**src/design/opl_pkg.sv**
```systemverilog
package opl_pkg;

  // clock and sampling
  localparam int CLOCK_HZ         = 40_000_000;
  localparam int CLK_PERIOD_NS    = 25;
  localparam int SAMPLE_HZ        = 512_000;
  localparam int SAMPLE_DIV       = CLOCK_HZ / SAMPLE_HZ;
  localparam int RX_TIMEOUT_US    = 250;
  localparam int RX_TIMEOUT_TICKS = RX_TIMEOUT_US * (SAMPLE_HZ / 1000) / 1000;

  // transmit timing
  localparam int FAST_BAUD_HZ = 32_000;
  localparam int SLOW_BAUD_HZ = 8_000;
  localparam int FAST_BIT_CYC = CLOCK_HZ / FAST_BAUD_HZ;
  localparam int STOP_US      = 32;
  localparam int STOP_CYC     = STOP_US * 1000 / CLK_PERIOD_NS;

  // mode and sequencing times
  localparam int WINDOW_US  = 6000;
  localparam int IDLE_R0_US = 1000;
  localparam int IDLE_R1_US = 4850;
  localparam int IDLE_R2_US = 22_500;
  localparam int IDLE_R3_US = 118_000;
  localparam int PWR_ON_US  = 128;
  localparam int SETTLE_US  = 64;
  localparam int SETTLE_CYC = SETTLE_US * 1000 / CLK_PERIOD_NS;
  localparam int CONVERT_US = 768;
  localparam int CALC_US    = 160;

  // temperature interval per update-rate code
  localparam int TEMP_EVERY_R0 = 128;
  localparam int TEMP_EVERY_R1 = 64;
  localparam int TEMP_EVERY_R2 = 16;
  localparam int TEMP_EVERY_R3 = 8;

  // update-rate codes
  localparam logic [1:0] RATE_1MS   = 2'b00;
  localparam logic [1:0] RATE_5MS   = 2'b01;
  localparam logic [1:0] RATE_25MS  = 2'b10;
  localparam logic [1:0] RATE_125MS = 2'b11;

  // command bytes and frame shape
  localparam logic [7:0] CMD_READ_NVM   = 8'h00;
  localparam logic [7:0] CMD_CONFIG     = 8'h30;
  localparam logic [7:0] DATA_START_NOM = 8'h00;
  localparam logic [7:0] CMD_ENTER_COMMAND_STATE_CMD   = 8'h50;
  localparam logic [7:0] ACK_BYTE       = 8'hA5;
  localparam int         NVM_BYTES      = 14;
  localparam int         RX_FRAME_BITS  = 18;
  localparam int         TX_LAST_BIT    = 9;
  localparam int         CNT_W          = 23;
  localparam int         TICK_W         = 8;

  typedef logic [CNT_W-1:0] opl_cnt_type;

  typedef enum logic [1:0] {
    MODE_WINDOW                  = 2'b00,
    MODE_COMMAND_STATE           = 2'b01,
    MODE_NORMAL_OPERATION_STATE  = 2'b11
  } opl_mode_type;

  typedef enum logic [1:0] {TX_OFF = 2'b00, TX_BIT = 2'b01, TX_STOP = 2'b11} opl_tx_type;

  typedef enum logic [1:0] {
    RX_IDLE = 2'b00, RX_START = 2'b01, RX_WAIT = 2'b11, RX_SAMPLE = 2'b10
  } opl_rx_type;

  typedef enum logic [1:0] {SRC_ACK = 2'b00, SRC_NVM = 2'b01, SRC_NOM = 2'b11} opl_src_type;

  typedef enum logic [2:0] {
    PH_ACTIVE = 3'b000, PH_DOWN = 3'b001, PH_POWER_ON = 3'b011,
    PH_SETTLE = 3'b010, PH_CONVERT = 3'b110, PH_CALC = 3'b111
  } opl_phase_type;

  typedef struct packed {
    logic [7:0] command;
    logic [7:0] data;
  } opl_cmd_type;

  typedef struct packed {
    logic [13:0] bridge;
    logic [7:0]  temp;
  } opl_meas_type;

endpackage

```
**src/design/opl_link.sv**
```systemverilog
// What this block does
// - every byte or frame starts with a half-high start bit setting strobe.
// - a one is 75% high, a zero is 25% high.
// - line stays high 32 us between packets whatever the baud.
// - incoming line sampled at 512 kHz, works from 6 to 48 kHz baud.
// - parity checked on both bytes, frames with edge time-out rejected.
// - successfully executed command answered with byte A5.
// - outgoing bytes are start, eight data bits, parity.
// - bridge-only output sends high then low byte, top two bits zero.
// - line held high 32 us between bytes of a packet.
// - bridge plus temperature output sends three bytes incl. temperature.
// - memory read request returns fourteen bytes in one packet.
// - transmit 32 kHz for fast rates, 8 kHz for slow rates.
// - idle gap between packets 1.0, 4.85, 22.5 or 118 ms.
// - temperature measurement every 128, 64, 16 or 8 bridge measurements.
// - rates other than 1 ms power down, then power on, settle, convert, calculate before output.
// - pull-up on only in digital output and power-up window.
// - command in high byte, data in low byte.
// - in power-up window only the enter command is accepted.
`timescale 1ns/1ps
module opl_link
  import opl_pkg::*;
#(
  parameter int SLOW_BIT_CYC = CLOCK_HZ / SLOW_BAUD_HZ,
  parameter int WINDOW_CYC   = WINDOW_US * 1000 / CLK_PERIOD_NS,
  parameter int IDLE_R0_CYC  = IDLE_R0_US * 1000 / CLK_PERIOD_NS,
  parameter int IDLE_R1_CYC  = IDLE_R1_US * 1000 / CLK_PERIOD_NS,
  parameter int IDLE_R2_CYC  = IDLE_R2_US * 1000 / CLK_PERIOD_NS,
  parameter int IDLE_R3_CYC  = IDLE_R3_US * 1000 / CLK_PERIOD_NS,
  parameter int PWR_ON_CYC   = PWR_ON_US * 1000 / CLK_PERIOD_NS,
  parameter int CONVERT_CYC  = CONVERT_US * 1000 / CLK_PERIOD_NS,
  parameter int CALC_CYC     = CALC_US * 1000 / CLK_PERIOD_NS
)(
  input  wire logic                          CLOCK,
  input  wire logic                          RST,
  input  wire logic                          LINE_IN,
  output logic                               LINE_OUT,
  output logic                               LINE_OE,
  output logic                               PULLUP_EN,
  input  wire logic                          DIGITAL_MODE,
  input  wire logic                          WITH_TEMP,
  input  wire logic [1:0]                    UPDATE_RATE,
  input  wire opl_meas_type                  MEAS,
  input  wire logic [NVM_BYTES-1:0][7:0]     NVM_IMAGE,
  output logic                               CMD_VALID,
  output opl_cmd_type                        CMD_FRAME,
  input  wire logic                          CMD_DONE,
  output opl_mode_type                       MODE,
  output logic                               TEMP_MEAS,
  output logic                               POWER_DOWN,
  output opl_phase_type                      PHASE
);

  function automatic logic even_ok(input logic [8:0] v);
    even_ok = ~^v;
  endfunction

  function automatic opl_cnt_type idle_cyc(input logic [1:0] rate);
    if (rate == RATE_1MS)
      idle_cyc = CNT_W'(IDLE_R0_CYC);
    else if (rate == RATE_5MS)
      idle_cyc = CNT_W'(IDLE_R1_CYC);
    else if (rate == RATE_25MS)
      idle_cyc = CNT_W'(IDLE_R2_CYC);
    else
      idle_cyc = CNT_W'(IDLE_R3_CYC);
  endfunction

  function automatic logic [7:0] temp_last(input logic [1:0] rate);
    if (rate == RATE_1MS)
      temp_last = 8'(TEMP_EVERY_R0 - 1);
    else if (rate == RATE_5MS)
      temp_last = 8'(TEMP_EVERY_R1 - 1);
    else if (rate == RATE_25MS)
      temp_last = 8'(TEMP_EVERY_R2 - 1);
    else
      temp_last = 8'(TEMP_EVERY_R3 - 1);
  endfunction

  opl_mode_type          mode;
  opl_tx_type            tx_state;
  opl_rx_type            rx_state;
  opl_src_type           tx_src;
  opl_meas_type          tx_meas;
  opl_cnt_type           tx_cnt;
  opl_cnt_type           tx_period;
  opl_cnt_type           low_len;
  opl_cnt_type           win_cnt;
  opl_cnt_type           idle_cnt;
  opl_cnt_type           idle_end;
  opl_cnt_type           remain;
  opl_phase_type         next_phase;
  logic [1:0]            line_sync;
  logic                  line_now;
  logic [6:0]            tick_cnt;
  logic                  tick;
  logic                  rx_prev;
  logic [TICK_W-1:0]     rx_cnt;
  logic [TICK_W-1:0]     rx_strobe;
  logic [4:0]            rx_bits;
  logic [17:0]           rx_shift;
  logic                  rx_done;
  logic                  rx_ok;
  logic                  rx_timeout;
  opl_cmd_type           rx_frame;
  logic [3:0]            tx_bit;
  logic [3:0]            tx_idx;
  logic [3:0]            tx_len;
  logic [7:0]            tx_byte;
  logic                  tx_bitv;
  logic                  tx_low;
  logic                  tx_done;
  logic                  go_ack;
  logic                  go_nvm;
  logic                  go_nom;
  logic                  ack_req;
  logic                  nvm_req;
  logic                  ack_set;
  logic                  nvm_set;
  logic                  seq_wait;
  logic                  cycle_end;
  logic [7:0]            meas_cnt;
  opl_cnt_type           quiet_cnt;
  logic                  quiet;

  ////////////////////////////////////////////////////////////////////////////
  // line synchroniser and sample tick
  always_ff @(posedge CLOCK or posedge RST)
  begin
    if (RST)
      line_sync <= 2'b11;
    else
      line_sync <= {line_sync[0], LINE_IN};
  end
  assign line_now = line_sync[1];

  always_ff @(posedge CLOCK or posedge RST)
  begin
    if (RST)
      tick_cnt <= 7'h00;
    else if (tick)
      tick_cnt <= 7'h00;
    else
      tick_cnt <= 7'(tick_cnt + 7'h01);
  end
  assign tick = (tick_cnt == 7'(SAMPLE_DIV - 1));

  ////////////////////////////////////////////////////////////////////////////
  // receiver
  assign rx_timeout = (rx_cnt == TICK_W'(RX_TIMEOUT_TICKS - 1));

  always_ff @(posedge CLOCK or posedge RST)
  begin
    if (RST)
    begin
      rx_state  <= RX_IDLE;
      rx_prev   <= 1'b1;
      rx_cnt    <= 8'h00;
      rx_strobe <= 8'h00;
      rx_bits   <= 5'h00;
      rx_shift  <= 18'h0_0000;
      rx_done   <= 1'b0;
    end
    else
    begin
      rx_done <= 1'b0;
      if (tick)
        rx_prev <= line_now;
      if (tx_state != TX_OFF)
        rx_state <= RX_IDLE;
      else if (tick)
      begin
        rx_cnt <= 8'(rx_cnt + 8'h01);
        case (rx_state)
          RX_IDLE:
            if (rx_prev && !line_now)
            begin
              rx_state <= RX_START;
              rx_cnt   <= 8'h00;
              rx_bits  <= 5'h00;
            end
          RX_START:
            if (line_now)
            begin
              rx_strobe <= rx_cnt;
              rx_state  <= RX_WAIT;
              rx_cnt    <= 8'h00;
            end
            else if (rx_timeout)
              rx_state <= RX_IDLE;
          RX_WAIT:
            if (rx_prev && !line_now)
            begin
              rx_state <= RX_SAMPLE;
              rx_cnt   <= 8'h00;
            end
            else if (rx_timeout)
              rx_state <= RX_IDLE;
          default:
            // high at strobe is a one
            if (rx_cnt == rx_strobe)
            begin
              rx_shift <= {rx_shift[16:0], line_now};
              rx_bits  <= 5'(rx_bits + 5'h01);
              rx_cnt   <= 8'h00;
              if (rx_bits == 5'(RX_FRAME_BITS - 1))
              begin
                rx_done  <= 1'b1;
                rx_state <= RX_IDLE;
              end
              else
                rx_state <= RX_WAIT;
            end
        endcase
      end
    end
  end

  assign rx_frame = '{command: rx_shift[17:10], data: rx_shift[8:1]};
  assign rx_ok = rx_done && even_ok(rx_shift[17:9]) && even_ok(rx_shift[8:0]);

  ////////////////////////////////////////////////////////////////////////////
  // mode control
  // window accepts only enter command
  assign ack_set = (rx_ok && mode != MODE_NORMAL_OPERATION_STATE &&
                    rx_frame.command == CMD_ENTER_COMMAND_STATE_CMD) ||
                   (rx_ok && mode == MODE_COMMAND_STATE &&
                    rx_frame.command == CMD_CONFIG && rx_frame.data == DATA_START_NOM) ||
                   (CMD_DONE && mode == MODE_COMMAND_STATE);
  assign nvm_set = rx_ok && mode == MODE_COMMAND_STATE && rx_frame.command == CMD_READ_NVM;

  always_ff @(posedge CLOCK or posedge RST)
  begin
    if (RST)
    begin
      mode    <= MODE_WINDOW;
      win_cnt <= '0;
    end
    else
    begin
      case (mode)
        MODE_WINDOW:
        begin
          win_cnt <= CNT_W'(win_cnt + 1'b1);
          if (rx_ok && rx_frame.command == CMD_ENTER_COMMAND_STATE_CMD)
            mode <= MODE_COMMAND_STATE;
          else if (win_cnt == CNT_W'(WINDOW_CYC - 1))
            mode <= MODE_NORMAL_OPERATION_STATE;
        end
        MODE_COMMAND_STATE:
          if (rx_ok && rx_frame.command == CMD_CONFIG && rx_frame.data == DATA_START_NOM)
            mode <= MODE_NORMAL_OPERATION_STATE;
        default:
          mode <= MODE_NORMAL_OPERATION_STATE;
      endcase
    end
  end
  assign MODE = mode;

  // command high byte, data low byte
  always_ff @(posedge CLOCK or posedge RST)
  begin
    if (RST)
    begin
      CMD_VALID <= 1'b0;
      CMD_FRAME <= '0;
    end
    else
    begin
      CMD_VALID <= rx_ok && mode == MODE_COMMAND_STATE && !ack_set && !nvm_set;
      if (rx_ok)
        CMD_FRAME <= rx_frame;
    end
  end

  always_ff @(posedge CLOCK or posedge RST)
  begin
    if (RST)
    begin
      ack_req <= 1'b0;
      nvm_req <= 1'b0;
    end
    else
    begin
      ack_req <= ack_set || (ack_req && !go_ack);
      nvm_req <= nvm_set || (nvm_req && !go_nvm);
    end
  end

  always_ff @(posedge CLOCK or posedge RST)
  begin
    if (RST)
      PULLUP_EN <= 1'b1;
    else
      PULLUP_EN <= (mode == MODE_WINDOW) ||
                   (mode == MODE_NORMAL_OPERATION_STATE && DIGITAL_MODE);
  end

  ////////////////////////////////////////////////////////////////////////////
  // normal-operation sequencer
  assign idle_end  = idle_cyc(UPDATE_RATE);
  assign cycle_end = mode == MODE_NORMAL_OPERATION_STATE && !seq_wait &&
                     idle_cnt == CNT_W'(idle_end - 1'b1);

  always_ff @(posedge CLOCK or posedge RST)
  begin
    if (RST)
    begin
      idle_cnt <= '0;
      seq_wait <= 1'b0;
    end
    else if (mode != MODE_NORMAL_OPERATION_STATE)
    begin
      idle_cnt <= '0;
      seq_wait <= 1'b0;
    end
    else if (seq_wait)
    begin
      if (tx_done && tx_src == SRC_NOM)
        seq_wait <= 1'b0;
    end
    else if (cycle_end)
    begin
      idle_cnt <= '0;
      seq_wait <= DIGITAL_MODE;
    end
    else
      idle_cnt <= CNT_W'(idle_cnt + 1'b1);
  end

  always_ff @(posedge CLOCK or posedge RST)
  begin
    if (RST)
    begin
      meas_cnt  <= 8'h00;
      TEMP_MEAS <= 1'b0;
    end
    else
    begin
      TEMP_MEAS <= cycle_end && meas_cnt >= temp_last(UPDATE_RATE);
      if (cycle_end)
        meas_cnt <= (meas_cnt >= temp_last(UPDATE_RATE)) ? 8'h00 : 8'(meas_cnt + 8'h01);
    end
  end

  assign remain = CNT_W'(idle_end - idle_cnt);
  always_comb
  begin
    next_phase = PH_ACTIVE;
    if (mode == MODE_NORMAL_OPERATION_STATE && UPDATE_RATE != RATE_1MS && !seq_wait)
    begin
      if (remain <= CNT_W'(CALC_CYC))
        next_phase = PH_CALC;
      else if (remain <= CNT_W'(CALC_CYC + CONVERT_CYC))
        next_phase = PH_CONVERT;
      else if (remain <= CNT_W'(CALC_CYC + CONVERT_CYC + SETTLE_CYC))
        next_phase = PH_SETTLE;
      else if (remain <= CNT_W'(CALC_CYC + CONVERT_CYC + SETTLE_CYC + PWR_ON_CYC))
        next_phase = PH_POWER_ON;
      else
        next_phase = PH_DOWN;
    end
  end

  always_ff @(posedge CLOCK or posedge RST)
  begin
    if (RST)
    begin
      PHASE      <= PH_ACTIVE;
      POWER_DOWN <= 1'b0;
    end
    else
    begin
      PHASE      <= next_phase;
      POWER_DOWN <= (next_phase == PH_DOWN);
    end
  end

  ////////////////////////////////////////////////////////////////////////////
  // transmitter
  // line high 32 us before answering
  always_ff @(posedge CLOCK or posedge RST)
  begin
    if (RST)
      quiet_cnt <= '0;
    else if (tx_state == TX_OFF && !line_now)
      quiet_cnt <= '0;
    else if (!quiet)
      quiet_cnt <= CNT_W'(quiet_cnt + 1'b1);
  end
  assign quiet = (quiet_cnt == CNT_W'(STOP_CYC));

  assign go_ack = tx_state == TX_OFF && quiet && ack_req;
  assign go_nvm = tx_state == TX_OFF && quiet && !ack_req && nvm_req;
  assign go_nom = tx_state == TX_OFF && quiet && !ack_req && !nvm_req && seq_wait;

  always_comb
  begin
    tx_byte = ACK_BYTE;
    if (tx_src == SRC_NVM)
      tx_byte = (tx_idx < 4'(NVM_BYTES)) ? NVM_IMAGE[tx_idx] : 8'h00;
    else if (tx_src == SRC_NOM && tx_idx == 4'h0)
      tx_byte = {2'b00, tx_meas.bridge[13:8]};
    else if (tx_src == SRC_NOM && tx_idx == 4'h1)
      tx_byte = tx_meas.bridge[7:0];
    else if (tx_src == SRC_NOM)
      tx_byte = tx_meas.temp;
  end

  // start, eight data msb first, parity
  assign tx_bitv = (tx_bit == 4'(TX_LAST_BIT)) ? ^tx_byte :
                   (tx_bit == 4'h0) ? 1'b0 : tx_byte[3'(4'h8 - tx_bit)];
  assign low_len = (tx_bit == 4'h0) ? (tx_period >> 1) :
                   tx_bitv ? (tx_period >> 2) : CNT_W'(tx_period - (tx_period >> 2));
  assign tx_low  = tx_state == TX_BIT && tx_cnt < low_len;
  assign tx_done = tx_state == TX_STOP && tx_cnt == CNT_W'(STOP_CYC - 1) &&
                   tx_idx == 4'(tx_len - 4'h1);

  always_ff @(posedge CLOCK or posedge RST)
  begin
    if (RST)
    begin
      tx_state  <= TX_OFF;
      tx_src    <= SRC_ACK;
      tx_meas   <= '0;
      tx_cnt    <= '0;
      tx_period <= CNT_W'(FAST_BIT_CYC);
      tx_bit    <= 4'h0;
      tx_idx    <= 4'h0;
      tx_len    <= 4'h1;
    end
    else
    begin
      case (tx_state)
        TX_OFF:
          if (go_ack || go_nvm || go_nom)
          begin
            tx_state <= TX_BIT;
            tx_cnt   <= '0;
            tx_bit   <= 4'h0;
            tx_idx   <= 4'h0;
            tx_meas  <= MEAS;
            tx_src   <= go_ack ? SRC_ACK : go_nvm ? SRC_NVM : SRC_NOM;
            tx_len   <= go_ack ? 4'h1 : go_nvm ? 4'(NVM_BYTES) : WITH_TEMP ? 4'h3 : 4'h2;
            tx_period <= UPDATE_RATE[1] ? CNT_W'(SLOW_BIT_CYC) : CNT_W'(FAST_BIT_CYC);
          end
        TX_BIT:
          if (tx_cnt == CNT_W'(tx_period - 1'b1))
          begin
            tx_cnt <= '0;
            if (tx_bit == 4'(TX_LAST_BIT))
              tx_state <= TX_STOP;
            else
              tx_bit <= 4'(tx_bit + 4'h1);
          end
          else
            tx_cnt <= CNT_W'(tx_cnt + 1'b1);
        default:
          // 32 us high after each byte
          if (tx_cnt == CNT_W'(STOP_CYC - 1))
          begin
            tx_cnt <= '0;
            tx_bit <= 4'h0;
            if (tx_done)
              tx_state <= TX_OFF;
            else
            begin
              tx_idx   <= 4'(tx_idx + 4'h1);
              tx_state <= TX_BIT;
            end
          end
          else
            tx_cnt <= CNT_W'(tx_cnt + 1'b1);
      endcase
    end
  end

  always_ff @(posedge CLOCK or posedge RST)
  begin
    if (RST)
    begin
      LINE_OUT <= 1'b1;
      LINE_OE  <= 1'b0;
    end
    else
    begin
      LINE_OUT <= !tx_low;
      LINE_OE  <= tx_state != TX_OFF;
    end
  end
endmodule

```
**config.mk**
```make
export PLATFORM = sky130hd
export DESIGN_NAME = opl_link
export DESIGN_NICKNAME = d
export VERILOG_FILES = /design/src/design/opl_pkg.sv /design/src/design/opl_link.sv
export SDC_FILE = /design/constraint.sdc
export NUM_CORES = 1
export LEC_CHECK = 0
export BUFFER_PORTS_ARGS = -buffer_cell sky130_fd_sc_hd__buf_2
export CAP_MARGIN = 20
export CORE_MARGIN = 2
export CORE_UTILIZATION = 29
export CTS_CLUSTER_DIAMETER = 80
export DETAILED_ROUTE_END_ITERATION = 6
export HOLD_SLACK_MARGIN = 0.08
export PLACE_DENSITY_LB_ADDON = 0.15
export SYNTH_ARGS = -nofsm -noshare
export SYNTH_HDL_FRONTEND = slang
export SYNTH_SLANG_ARGS = --single-unit
```
**constraint.sdc**
```tcl
create_clock -name CLOCK -period 9 [get_ports CLOCK]
set_input_delay 1.8 -clock CLOCK [delete_from_list [all_inputs] [get_ports CLOCK]]
set_output_delay 1.8 -clock CLOCK [all_outputs]
set_load 0.1 [all_outputs]
```
==> out/metrics.cfg <==
[clock_tree]
clockBufferDepth = 3
clk-insertion-delay-late_ns = 0.57
hold_buffers = 0
clock_sink_count = 220
clk_pin_slew_worst_paths_ns = 0.06
numCtsBuffers = 29
htree_num_levels = 1
post_cts_resized = 0
cts_setup_buffers = 0
clockRootBuffer = clkbuf_16
cts_tree = built

[sta]
drv_slew = 0
maxSlewHeadroom = 0.320
rsz0062_at_grt = no
hold_viol = 0
period_needed_ns = 6.04
fmax_mhz = 166
timing.setup.tns_ns = 0
tightest_slew_ns = 0.995
setup_viol = 0
fin_crit_sh = 0.671
fin_skew_ns = 0.0250

[detailed_routing]
drt_wl_total_um = 37400
route.detailed.drc = 0
drt_iter0_markers = 677
vias = 11557
wl_per_cell_um = 16.3
detail-route-antenna-nets = 0
dr.pass1.iters = 5
viasPerCell = 5.05

[setup_path]
cp_slowest_cell = buf_4
crit_family = compound AO/OA/AOI/OAI gates
cpMostUsedCell = a21o_1
cp-start-kind = register
worstSetupPathType = reg -> reg
r2r_setup_slack_ns = 2.96
cp.arrival_ns = 6.49
required_ns = 9.45
critPathBufInv = 1
max_stage_delay_ns = 0.53
path_max_fanout = 39
end_kind = register
cp_cell_sequence = buf_4 > ha_1 > or3b_1 > nand2_1 > o22ai_1 > a221o_1 > xnor2_1 > xnor2_1 > xnor3_1 > o211ai_2 > nand2b_1 > mux2_2 > ha_1 > a21o_1 > a21o_1 > a21o_1 > a21oi_1 > nor2b_1 > o21ai_0 > nand2b_1 > a21oi_1 > o31a_1 > o311ai_0

[cells_and_area]
nets = 1872
areaGrowthSynthToFinish_pct = 17.3
final_layout_size_suffix_gt1_frac = 0.190
antenna_cells = 0

[power_and_ir_drop]
peakVddDrop_mv = 0.132
leakagePower_uw = 0.00744
p_total_uw = 2290
p_per_area_nw_per_um2 = 140

[worst_hold_path]
hp-class = reg -> reg

[yosys]
ys_ff_latch = 220
ys_warn_count = 0
synth_edf_count = 0
ys_async_sr_fraction = 1.00
ys.flop_type = dfrtp_1
synth_area_um2 = 14000
yosysSeqAreaShare = 0.394
synth.distinct_cells = 81
synthCells = 1493
syn-num-nets = 1714
avgSynthCellArea_um2 = 9.37

[global_routing]
track_usage = 0.148
grt_pass1_vias = 11502
antenna_found_initial = 0
grt_max_degree = 119
grt_first_pass_wirelength_um = 61300
overflow = 0

[placement]
gp_congestion = 0.808
dp_hpwl_um = 27500
io_buffer_count = 168

[floorplan]
fp.dieH_um = 224
core-area_um2 = 47600
rows = 80
fp.dieArea_um2 = 50000
start_util = 0.293
die_w_um = 224
io_pins = 169

[job]
maxCapViolations = 0

[status]
status = complete, no violations

cells in the final DEF (no fill, tap or decap), drive strengths merged, types with 35 or more instances in the layout:
cell type  count
nand4         39
clkbuf        42
dfrtp        213
inv           53
a21oi         58
buf          176
xnor2         64
and3          35
nand2        173
ha            79
nor2         125
o21ai        102
xor2          53
nand3         70
mux2          55
kinds of logic after synthesis:
logic type,synth area share
XOR/XNOR,0.0765
multiplexers,0.0918
buffers and inverters,0.0310
AND/OR/NAND/NOR,0.203
AO/OA/AOI/OAI,0.133
adder cells (fa/ha/maj),0.0707
flip-flops,0.394
routing by layer:
metal  vias to the layer above  share of wire  GRT usage
met4                         0          0.018     0.0301
met5                         -              0          0
met3                        43          0.029     0.0222
met2                       139           0.47      0.241
li1                       5683              -          -
met1                      5692           0.49      0.210
power by group:
part           leakage [uW]  internal (uW)  switching [uW]
clock network      0.000457            694             464
registers           0.00301            992            2.08
logic               0.00397           60.0            78.9
area by class of cell:
type                       count  area [um^2]
clock inverter                11          130
multi-input combinational   1169         8040
timing repair buffer         176          913
sequential                   220         5520
clock buffer                  42          825
inverter                      55          214
tap                          615          769
fill                        4955        31200
synthesized netlist by cell type (all sizes together) (5+ instances only):
master | n | area (um^2)
o21ai | 102 | 510
o21bai | 5 | 37.5
mux4 | 17 | 394
a211oi | 13 | 97.6
or3 | 12 | 75.1
a21oi | 58 | 290
mux2i | 27 | 270
o31ai | 11 | 82.6
nand2b | 23 | 144
and2 | 12 | 75.1
and3 | 35 | 219
nor4 | 21 | 131
or2 | 7 | 43.8
a221o | 5 | 50.1
o22ai | 14 | 87.6
or3b | 5 | 48.8
a31oi | 15 | 93.8
clkbuf | 38 | 143
ha | 79 | 988
a21o | 15 | 113
nor2b | 18 | 113
xor2 | 53 | 464
dfstp | 7 | 184
a221oi | 7 | 67.6
nor2 | 125 | 472
a21boi | 6 | 45.0
nand4 | 39 | 244
xnor2 | 64 | 561
nor3 | 14 | 70.1
nand3b | 6 | 45.0
dfrtp | 213 | 5330
buf | 11 | 85.1
nor3b | 7 | 57.6
nand3 | 70 | 350
mux2 | 55 | 619
nand2 | 173 | 649
inv | 52 | 195
o2bb2ai | 5 | 43.8
per-stage QoR:
step / std cells / hold WS, ns / utilization / cell area [um^2] / worst slack (ns)
2_1_floorplan: 1493 / 0.345 / - / 14000 / 1.19
3_3_place_gp: 2235 / 0.348 / 0.324 / 15400 / 2.87
3_5_place_dp: 2235 / 0.354 / 0.324 / 15400 / 2.70
4_1_cts: 2288 / 0.363 / 0.344 / 16400 / 2.91
5_1_grt: 2288 / 0.368 / 0.344 / 16400 / 2.55
6_report: 2288 / 0.363 / 0.344 / 16400 / 2.96
registers in the layout (all words and copies together) (netlist names), 4 cells and up:
signal     flops
rx_shift      18
idle_cnt      23
tx_idx         4
rx_bits        5
meas_cnt       8
tx_meas       22
tx_bit         4
rx_strobe      8
tick_cnt       7
quiet_cnt     23
win_cnt       23
CMD_FRAME     16
tx_cnt        23
rx_cnt         8
path summary, 6_finish.rpt:
check	startpoint	endpoint	cells after the start
max	tx_idx[0]	LINE_OUT	23
min	line_sync[0]	line_sync[1]	0
max reg2reg	tx_idx[0]	LINE_OUT	23
min reg2reg	line_sync[0]	line_sync[1]	0
max in group asynchronous	RST	rx_cnt[6]	3
min in group asynchronous	RST	POWER_DOWN	2
No activity file was read; power rests on OpenSTA's default activity.
